<file path="src/logic/cpr_defines.vh">
// Constants for the configuration memory read-out controller.
`ifndef CPR_DEFINES_VH
`define CPR_DEFINES_VH

// ****************************************************************
// Clock and timing
// ****************************************************************
`define CPR_CLK_MHZ 100
`define CPR_RESET_RELEASE_MIN_US 500
`define CPR_RESET_RELEASE_MAX_US 3000
`define CPR_TRST_MIN_US 10000
`define CPR_RESET_RELEASE_CYC (`CPR_RESET_RELEASE_MIN_US * `CPR_CLK_MHZ)
`define CPR_TRST_CYC (`CPR_TRST_MIN_US * `CPR_CLK_MHZ)

// ****************************************************************
// Register offsets
// ****************************************************************
`define CPR_OFF_CTRL 8'h00
`define CPR_OFF_START 8'h04
`define CPR_OFF_END 8'h08
`define CPR_OFF_LOAD_PTR 8'h0c
`define CPR_OFF_LOAD_DATA 8'h10
`define CPR_OFF_STATUS 8'h14

// ****************************************************************
// Control fields and reset values
// ****************************************************************
`define CPR_CTRL_REV_EN 0
`define CPR_CTRL_PARALLEL 1
`define CPR_CTRL_DECOMP 2
`define CPR_CTRL_RST 32'h0000_0000
`define CPR_START_RST 32'h0000_0000
`define CPR_END_RST 32'h0000_0000

// ****************************************************************
// Status fields
// ****************************************************************
`define CPR_ST_STANDBY 0
`define CPR_ST_IN_RESET 1
`define CPR_ST_PWR_READY 2
`define CPR_ST_CASCADE_N 3
`define CPR_ST_STOPPED 4
`define CPR_ST_ADDR_LSB 16

`endif

</file>
<file path="src/logic/cpr_readout.v">
// Configuration memory read-out controller with APB register access.
//
// Contract
// Chip select high enters low-power standby.
// Standby clears counter, cascade high, outputs off.
// Partner keeps test pins high, clock static.
// Counter stops at terminal count, cascade low.
// Revision end stops counter, outputs off, cascade high.
// Revision mode resets load selected bank start.
// Without revisions resets return counter to zero.
// Busy honoured only parallel, no decompression.
// Reset line released after power-on delay.
// Core supply below threshold 10 ms resets.
// Partner waits for both supplies before configuring.
// Reset line low holds counter, outputs off.
// Device drives reset line low during power-up.
// Honoured busy freezes counter, data and clock.
// Config pulse low restarts counter, outputs stay.
//
// Chosen here: the address map and the APB register port.
`timescale 1ns/1ps
`include "cpr_defines.vh"

module cpr_readout #(
	parameter integer ADDR_W = 8,
	parameter integer DATA_W = 8,
	parameter integer REL_CYC = `CPR_RESET_RELEASE_CYC,
	parameter integer RST_CYC = `CPR_TRST_CYC
) (
	input wire pclk,
	input wire presetn,
	input wire psel,
	input wire penable,
	input wire pwrite,
	input wire [7:0] paddr,
	input wire [31:0] pwdata,
	output reg [31:0] prdata,
	output reg pready,
	output reg pslverr,
	input wire chip_select_n,
	input wire oe_reset_in,
	output reg oe_reset_out,
	output reg oe_reset_oe,
	input wire config_pulse_n_in,
	output reg config_pulse_n_out,
	output reg config_pulse_n_oe,
	input wire busy,
	input wire data_clock,
	input wire supply_ok,
	input wire core_below_pd,
	output reg [DATA_W-1:0] data_out,
	output reg data_oe,
	output reg forwarded_clock_out,
	output reg forwarded_clock_oe,
	output reg cascade_enable_out_n
);
	localparam [ADDR_W-1:0] TERMINAL = {ADDR_W{1'b1}};
	localparam [31:0] START_RST = `CPR_START_RST;
	localparam [31:0] END_RST = `CPR_END_RST;

	reg [DATA_W-1:0] mem [0:(1<<ADDR_W)-1];
	reg [31:0] ctrl;
	reg [ADDR_W-1:0] rev_start;
	reg [ADDR_W-1:0] rev_end;
	reg [ADDR_W-1:0] load_ptr;
	reg [ADDR_W-1:0] addr;
	reg clk_q;
	reg stopped;
	wire pwr_ready;

	// ****************************************************************
	// Power sequencing
	// ****************************************************************
	cpr_power_seq #(
		.REL_CYC(REL_CYC),
		.RST_CYC(RST_CYC)
	) u_pwr (
		.pclk(pclk),
		.presetn(presetn),
		.supply_ok(supply_ok),
		.below_pd(core_below_pd),
		.ready(pwr_ready)
	);

	always @(posedge pclk or negedge presetn) begin
		if (!presetn) begin
			oe_reset_out <= 1'b0;
			oe_reset_oe <= 1'b1;
			config_pulse_n_out <= 1'b1;
			config_pulse_n_oe <= 1'b0;
		end else begin
			oe_reset_out <= 1'b0;
			oe_reset_oe <= ~pwr_ready;
			config_pulse_n_out <= 1'b1;
			config_pulse_n_oe <= 1'b0;
		end
	end

	// ****************************************************************
	// Address counter and outputs
	// ****************************************************************
	wire rev_en = ctrl[`CPR_CTRL_REV_EN];
	wire [ADDR_W-1:0] reset_addr = rev_en ? rev_start : {ADDR_W{1'b0}};
	wire busy_ok = ctrl[`CPR_CTRL_PARALLEL] & ~ctrl[`CPR_CTRL_DECOMP];
	wire in_reset = ~oe_reset_in | ~pwr_ready;
	wire read_edge = data_clock & ~clk_q;

	always @(posedge pclk or negedge presetn) begin
		if (!presetn) begin
			addr <= {ADDR_W{1'b0}};
			clk_q <= 1'b0;
			stopped <= 1'b0;
			data_out <= {DATA_W{1'b0}};
			data_oe <= 1'b0;
			forwarded_clock_out <= 1'b0;
			forwarded_clock_oe <= 1'b0;
			cascade_enable_out_n <= 1'b1;
		end else begin
			clk_q <= data_clock;
			if (chip_select_n || in_reset) begin
				addr <= reset_addr;
				stopped <= 1'b0;
				data_oe <= 1'b0;
				forwarded_clock_oe <= 1'b0;
				cascade_enable_out_n <= 1'b1;
				data_out <= mem[reset_addr];
			end else if (!config_pulse_n_in) begin
				addr <= reset_addr;
				stopped <= 1'b0;
				data_oe <= 1'b1;
				forwarded_clock_oe <= 1'b1;
				cascade_enable_out_n <= 1'b1;
				forwarded_clock_out <= data_clock;
				data_out <= mem[reset_addr];
			end else if (busy_ok && busy) begin
				data_oe <= ~stopped;
				forwarded_clock_oe <= ~stopped;
			end else if (addr == TERMINAL) begin
				stopped <= 1'b1;
				data_oe <= 1'b0;
				forwarded_clock_oe <= 1'b0;
				cascade_enable_out_n <= 1'b0;
			end else if (rev_en && addr == rev_end) begin
				stopped <= 1'b1;
				data_oe <= 1'b0;
				forwarded_clock_oe <= 1'b0;
				cascade_enable_out_n <= 1'b1;
			end else begin
				data_oe <= 1'b1;
				forwarded_clock_oe <= 1'b1;
				cascade_enable_out_n <= 1'b1;
				forwarded_clock_out <= data_clock;
				if (read_edge) begin
					addr <= addr + {{(ADDR_W-1){1'b0}}, 1'b1};
					data_out <= mem[addr + {{(ADDR_W-1){1'b0}}, 1'b1}];
				end else begin
					data_out <= mem[addr];
				end
			end
		end
	end

	// ****************************************************************
	// APB slave
	// ****************************************************************
	function mapped;
		input [7:0] a;
		begin
			mapped = (a == `CPR_OFF_CTRL) || (a == `CPR_OFF_START) ||
				(a == `CPR_OFF_END) || (a == `CPR_OFF_LOAD_PTR) ||
				(a == `CPR_OFF_LOAD_DATA) || (a == `CPR_OFF_STATUS);
		end
	endfunction

	wire setup = psel & ~penable;
	wire wr = psel & penable & pwrite & pready;
	reg [31:0] rd_val;

	always @* begin
		rd_val = 32'h0000_0000;
		if (paddr == `CPR_OFF_CTRL) begin
			rd_val = ctrl;
		end else if (paddr == `CPR_OFF_START) begin
			rd_val[ADDR_W-1:0] = rev_start;
		end else if (paddr == `CPR_OFF_END) begin
			rd_val[ADDR_W-1:0] = rev_end;
		end else if (paddr == `CPR_OFF_LOAD_PTR) begin
			rd_val[ADDR_W-1:0] = load_ptr;
		end else if (paddr == `CPR_OFF_STATUS) begin
			rd_val[`CPR_ST_STANDBY] = chip_select_n;
			rd_val[`CPR_ST_IN_RESET] = in_reset;
			rd_val[`CPR_ST_PWR_READY] = pwr_ready;
			rd_val[`CPR_ST_CASCADE_N] = cascade_enable_out_n;
			rd_val[`CPR_ST_STOPPED] = stopped;
			rd_val[`CPR_ST_ADDR_LSB +: ADDR_W] = addr;
		end
	end

	always @(posedge pclk or negedge presetn) begin
		if (!presetn) begin
			pready <= 1'b0;
			pslverr <= 1'b0;
			prdata <= 32'h0000_0000;
		end else begin
			pready <= setup;
			pslverr <= setup & ~mapped(paddr);
			if (setup && !pwrite) begin
				prdata <= rd_val;
			end else if (setup) begin
				prdata <= 32'h0000_0000;
			end
		end
	end

	always @(posedge pclk or negedge presetn) begin
		if (!presetn) begin
			ctrl <= `CPR_CTRL_RST;
			rev_start <= START_RST[ADDR_W-1:0];
			rev_end <= END_RST[ADDR_W-1:0];
			load_ptr <= {ADDR_W{1'b0}};
		end else if (wr) begin
			if (paddr == `CPR_OFF_CTRL) begin
				ctrl <= pwdata & 32'h0000_0007;
			end else if (paddr == `CPR_OFF_START) begin
				rev_start <= pwdata[ADDR_W-1:0];
			end else if (paddr == `CPR_OFF_END) begin
				rev_end <= pwdata[ADDR_W-1:0];
			end else if (paddr == `CPR_OFF_LOAD_PTR) begin
				load_ptr <= pwdata[ADDR_W-1:0];
			end else if (paddr == `CPR_OFF_LOAD_DATA) begin
				load_ptr <= load_ptr + {{(ADDR_W-1){1'b0}}, 1'b1};
			end
		end
	end

	// Stored bitstream, loaded word by word through the data window.
	always @(posedge pclk) begin
		if (wr && paddr == `CPR_OFF_LOAD_DATA) begin
			mem[load_ptr] <= pwdata[DATA_W-1:0];
		end
	end
endmodule

</file>
<file path="src/logic/cpr_power_seq.v">
// Power-on release delay and brown-out reset sequencer.
`timescale 1ns/1ps
`include "cpr_defines.vh"

module cpr_power_seq #(
	parameter integer REL_CYC = `CPR_RESET_RELEASE_CYC,
	parameter integer RST_CYC = `CPR_TRST_CYC
) (
	input wire pclk,
	input wire presetn,
	input wire supply_ok,
	input wire below_pd,
	output reg ready
);
	localparam [1:0] ST_HOLD = 2'b01;
	localparam [1:0] ST_RUN = 2'b10;

	reg [1:0] state;
	reg [31:0] cnt;

	always @(posedge pclk or negedge presetn) begin
		if (!presetn) begin
			state <= ST_HOLD;
			cnt <= 32'h0000_0000;
			ready <= 1'b0;
		end else begin
			case (state)
				ST_HOLD: begin
					ready <= 1'b0;
					if (!supply_ok) begin
						cnt <= 32'h0000_0000;
					end else if (cnt == REL_CYC - 1) begin
						cnt <= 32'h0000_0000;
						state <= ST_RUN;
						ready <= 1'b1;
					end else begin
						cnt <= cnt + 32'h0000_0001;
					end
				end
				ST_RUN: begin
					if (!below_pd) begin
						cnt <= 32'h0000_0000;
					end else if (cnt == RST_CYC - 1) begin
						cnt <= 32'h0000_0000;
						state <= ST_HOLD;
						ready <= 1'b0;
					end else begin
						cnt <= cnt + 32'h0000_0001;
					end
				end
				default: begin
					state <= ST_HOLD;
					cnt <= 32'h0000_0000;
					ready <= 1'b0;
				end
			endcase
		end
	end
endmodule

</file>
<file path="config.mk">
export PLATFORM = sky130hd
export DESIGN_NAME = cpr_readout
export DESIGN_NICKNAME = d
export VERILOG_FILES = /design/src/logic/cpr_readout.v /design/src/logic/cpr_power_seq.v
export VERILOG_INCLUDE_DIRS = /design/src /design/src/logic
export SDC_FILE = /design/constraint.sdc
export NUM_CORES = 2
export LEC_CHECK = 0
export ABC_CLOCK_PERIOD_IN_PS = 2900
export BUFFER_PORTS_ARGS = -buffer_cell sky130_fd_sc_hd__clkbuf_2
export CELL_PAD_IN_SITES_DETAIL_PLACEMENT = 1
export CELL_PAD_IN_SITES_GLOBAL_PLACEMENT = 1
export CORE_MARGIN = 5
export CORE_UTILIZATION = 40
export CTS_CLUSTER_SIZE = 16
export DETAILED_ROUTE_END_ITERATION = 8
export HOLD_SLACK_MARGIN = 0.12
export PLACE_DENSITY_LB_ADDON = 0.1
export SYNTH_ARGS = -nofsm -noshare
export SYNTH_HDL_FRONTEND = slang
export SYNTH_SLANG_ARGS = --single-unit
</file>
<file path="constraint.sdc">
create_clock -name pclk -period 2.9 [get_ports pclk]
set_input_delay 0.435 -clock pclk [delete_from_list [all_inputs] [get_ports pclk]]
set_output_delay 0.435 -clock pclk [all_outputs]
set_load 0.03 [all_outputs]
</file>
==> impl_metrics.env <==
export IMPL_avgViaCountPerCell=6.979
export IMPL_cp_data_required_time_ps=3690
export IMPL_grt_pass1_vias=96487
export IMPL_critPathSlowestCell="mux4_2"
export IMPL_clockBufferDepth=4
export IMPL_status="finished, violations left"
export IMPL_grt_pass1_wl_um=821600
export IMPL_arrival_ps=4620
export IMPL_cp_startpoint="addr[0]"
export IMPL_syn_area_um2=120200
export IMPL_clock_skew_ps=45.30
export IMPL_ir_drop_mv=0.4364
export IMPL_grt_max_degree=90
export IMPL_cts_root_buf="clkbuf_16"
export IMPL_fmax_ghz=0.2606
export IMPL_yosysWarnings=0
export IMPL_hold_viol=0
export IMPL_avgRoutedWirePerCell_um=43.53
export IMPL_synth_edf_count=2048
export IMPL_start_util_pct=40.14
export IMPL_final_nets=9819
export IMPL_area_sequential_um2=64090
export IMPL_yosysSeqAreaShare_pct=53.28
export IMPL_cts_max_level=5
export IMPL_setup_viol=8
export IMPL_drive_gt1_share_pct=39.11
export IMPL_drc=0
export IMPL_cp_depth=11
export IMPL_grt_usage_pct=38.01
export IMPL_multi_input_area_um2=53190
export IMPL_reg2reg_from="addr[0]"
export IMPL_numPortBuffers=58
export IMPL_endpoint_kind="flip-flop"
export IMPL_clk_pin_slew_ps=60
export IMPL_slew_headroom_pct=13.14
export IMPL_drv_slew=0
export IMPL_critPathLaunchType="flip-flop"
export IMPL_cts_tree="built"
export IMPL_crit_chain="ha_4 -> buf_12 -> buf_16 -> buf_12 -> mux4_2 -> mux4_2 -> mux4_2 -> o2111ai_4 -> buf_6 -> o2111a_1 -> a2111oi_2"
export IMPL_antenna_found_initial=50
export IMPL_setup_ws_ps=-937.2
export IMPL_dp_slack_ps=-1276
export IMPL_violations="negative setup slack"
export IMPL_fillerInstances=28792
export IMPL_drt_pass1_iter_count=6
export IMPL_crit_family="multiplexers"
export IMPL_timing_final_crit_share_pct=132.3
export IMPL_design_area_um2=153800
export IMPL_max_stage_delay_ps=580
export IMPL_rsz0062_at_grt="true"
export IMPL_die_w_um=558.2
export IMPL_period_minus_slack_ps=3837
export IMPL_max_cap_violations=0
export IMPL_drtIter0Drc=14679
export IMPL_leakagePower_uw=0.05149
export IMPL_tightestPinTransition_ps=1270
export IMPL_core_rowCount=201
export IMPL_area_growth_pct=27.96
export IMPL_crit_top_cell="mux4_2"
export IMPL_die_area_um2=311600
export IMPL_final_antenna_net_count=0
export IMPL_dpl_instance_area_um2=142600
export IMPL_cp_max_fo=8
export IMPL_ios=102
export IMPL_ff2ff_path_depth=11
export IMPL_worstSetupPathType="flip-flop to flip-flop"
export IMPL_cp_num_buf_inv=4
export IMPL_endpoint="data_out[3]"
export IMPL_cts_sinks=2150
export IMPL_vias=97353
export IMPL_worstReg2RegEnd="data_out[3]"
export IMPL_insertion_delay_ps=920
export IMPL_rrSetupSlack_ps=-940
export IMPL_setup_tns_ps=-6338
export IMPL_die_h_um=558.2
export IMPL_synthArstFlopShare_pct=4.744
export IMPL_grt_ovfl_total=0
export IMPL_postSynthCellCount=8111
export IMPL_power_density_nw_per_um2=447.4
export IMPL_tritoncts_num_buffers=266
export IMPL_avgSynthCellArea_um2=14.82
export IMPL_place_hpwl_um=438000
export IMPL_yosys_most_used_dff="edfxtp_1"
export IMPL_ys_types=100
export IMPL_hp_class="input pin to flip-flop"
export IMPL_synth_seq_cells=2150
export IMPL_place_gp_congestion=1.020
export IMPL_coreArea_um2=299500
export IMPL_wl_um=607300
## registers in the layout, indices dropped and copies added (netlist names), 2 cells and up
signal	count
rev_end	8
ctrl	3
load_ptr	8
data_out	8
mem	2048
addr	8
rev_start	8
prdata	16
u_pwr.state	2
u_pwr.cnt	32
## worst min-delay path by stage
stage	start	to	slack, ps	cells after the start
floorplan	presetn	addr[0]	140	0
finish	pwdata[1]	mem[100][1]	200	1
global route	pwdata[1]	mem[100][1]	160	1
detailed placement	presetn	u_pwr.cnt[31]	420	1
global placement	presetn	u_pwr.cnt[28]	410	1
CTS	pwdata[1]	mem[100][1]	150	1
## worst reg2reg max path, delay by kind of cell, from the launching register on
family	cells	cell delay, ps
muxes	3	1460
buffers and inverters	4	660
adders and majority gates	1	300
AOI/OAI and AO/OA	3	770
DFF	1	510
## area by class of cell
class / instances / share of cell area, %
clock buffer: 333 / 4.599
timing repair buffer: 2156 / 14.89
sequential: 2150 / 41.66
antenna: 21 / 0.03416
multi-input combinational: 5165 / 34.57
tap: 3958 / 3.219
clock inverter: 147 / 0.9719
inverter: 20 / 0.06018
## per-layer routing
metal  vias up  wire (um)  GRT usage (%)
li1      37418          -              -
met5         -        184              0
met4        26      39370          20.04
met2      6945     262700          56.20
met1     51444     231800          51.28
met3      1520      73190          10.37
## placed cells by master, fill, tap and decap left out, drive strengths merged, types with 36 or more instances in the layout
master / count
o22ai: 357
a221oi: 113
xnor2: 36
clkinv: 101
clkbuf: 399
dfrtp: 99
o21ai: 208
o221ai: 340
edfxtp: 2048
nand2: 508
mux4: 991
a21oi: 261
buf: 2064
a311oi: 48
nor3: 90
mux2i: 902
nand3: 108
nor2: 393
nor2b: 71
a31oi: 40
mux2: 118
a211oi: 105
## timing repair
action	in CTS	in global routing
hold buffers	20	0
hold endpoints to repair	273	0
pin swaps	21	13
gates cloned	13	9
setup buffers	48	45
gates resized for setup	140	77
setup endpoints to repair	18	13
## logic make-up (layout without fill, tap and decap cells)
| logic type | Yosys count | after routing | synth area share, % |
|---|---|---|---|
| AO/OA/AOI/OAI | 1716 | 1716 | 10.08 |
| multiplexers | 2011 | 2011 | 27.18 |
| AND/OR/NAND/NOR | 1358 | 1358 | 5.094 |
| buffers and inverters | 813 | 2656 | 3.871 |
| flip-flops | 2150 | 2150 | 53.28 |
| other | 2 | 40 | 0.006247 |
| XOR/XNOR | 53 | 53 | 0.4080 |
| adder cells (fa/ha/maj) | 8 | 8 | 0.08326 |
## power by group
group | leakage (uW) | switching (uW) | total [uW] | internal (uW)
combinational | 0.0276 | 890 | 1150 | 262
sequential | 0.0198 | 8.57 | 34000 | 34000
clock | 0.00418 | 14200 | 33700 | 19500
## synth_stat cells, types with 30 or more instances
cell	n	area, um^2
a22oi_1	32	240.2
xnor2_1	35	306.5
a31oi_1	40	250.2
nand4_1	34	212.7
a221oi_1	113	989.7
a311oi_1	47	411.6
dfrtp_1	99	2477
a21oi_1	261	1306
o221ai_1	337	2952
buf_1	61	229.0
and3_1	30	187.7
buf_4	113	848.3
o21ai_0	205	1026
nand3_1	106	530.5
nor3_1	90	450.4
nor2b_1	71	444.2
mux2_2	118	1329
mux2i_1	902	9029
buf_2	254	1271
edfxtp_1	2048	61500
o211ai_1	31	232.7
mux4_2	991	22320
clkbuf_1	278	1044
buf_6	51	574.3
nor2_1	393	1475
nand2_1	507	1903
o22ai_1	357	2233
a211oi_1	104	780.8
## per-stage QoR
| stage | hold slack (ps) | power, uW | utilization [%] | instances |
|---|---|---|---|---|
| 2_1_floorplan | 139.4 | 34860 | - | 8128 |
| 3_3_place_gp | 410.6 | 35700 | 47.59 | 13319 |
| 3_5_place_dp | 418.6 | 35740 | 47.59 | 13320 |
| 4_1_cts | 147.6 | 69150 | 51.06 | 13879 |
| 5_1_grt | 164.1 | 70510 | 51.35 | 13936 |
| 6_report | 202.9 | 68830 | 51.36 | 13950 |
Note: power is estimated with default switching activity, not from simulation.
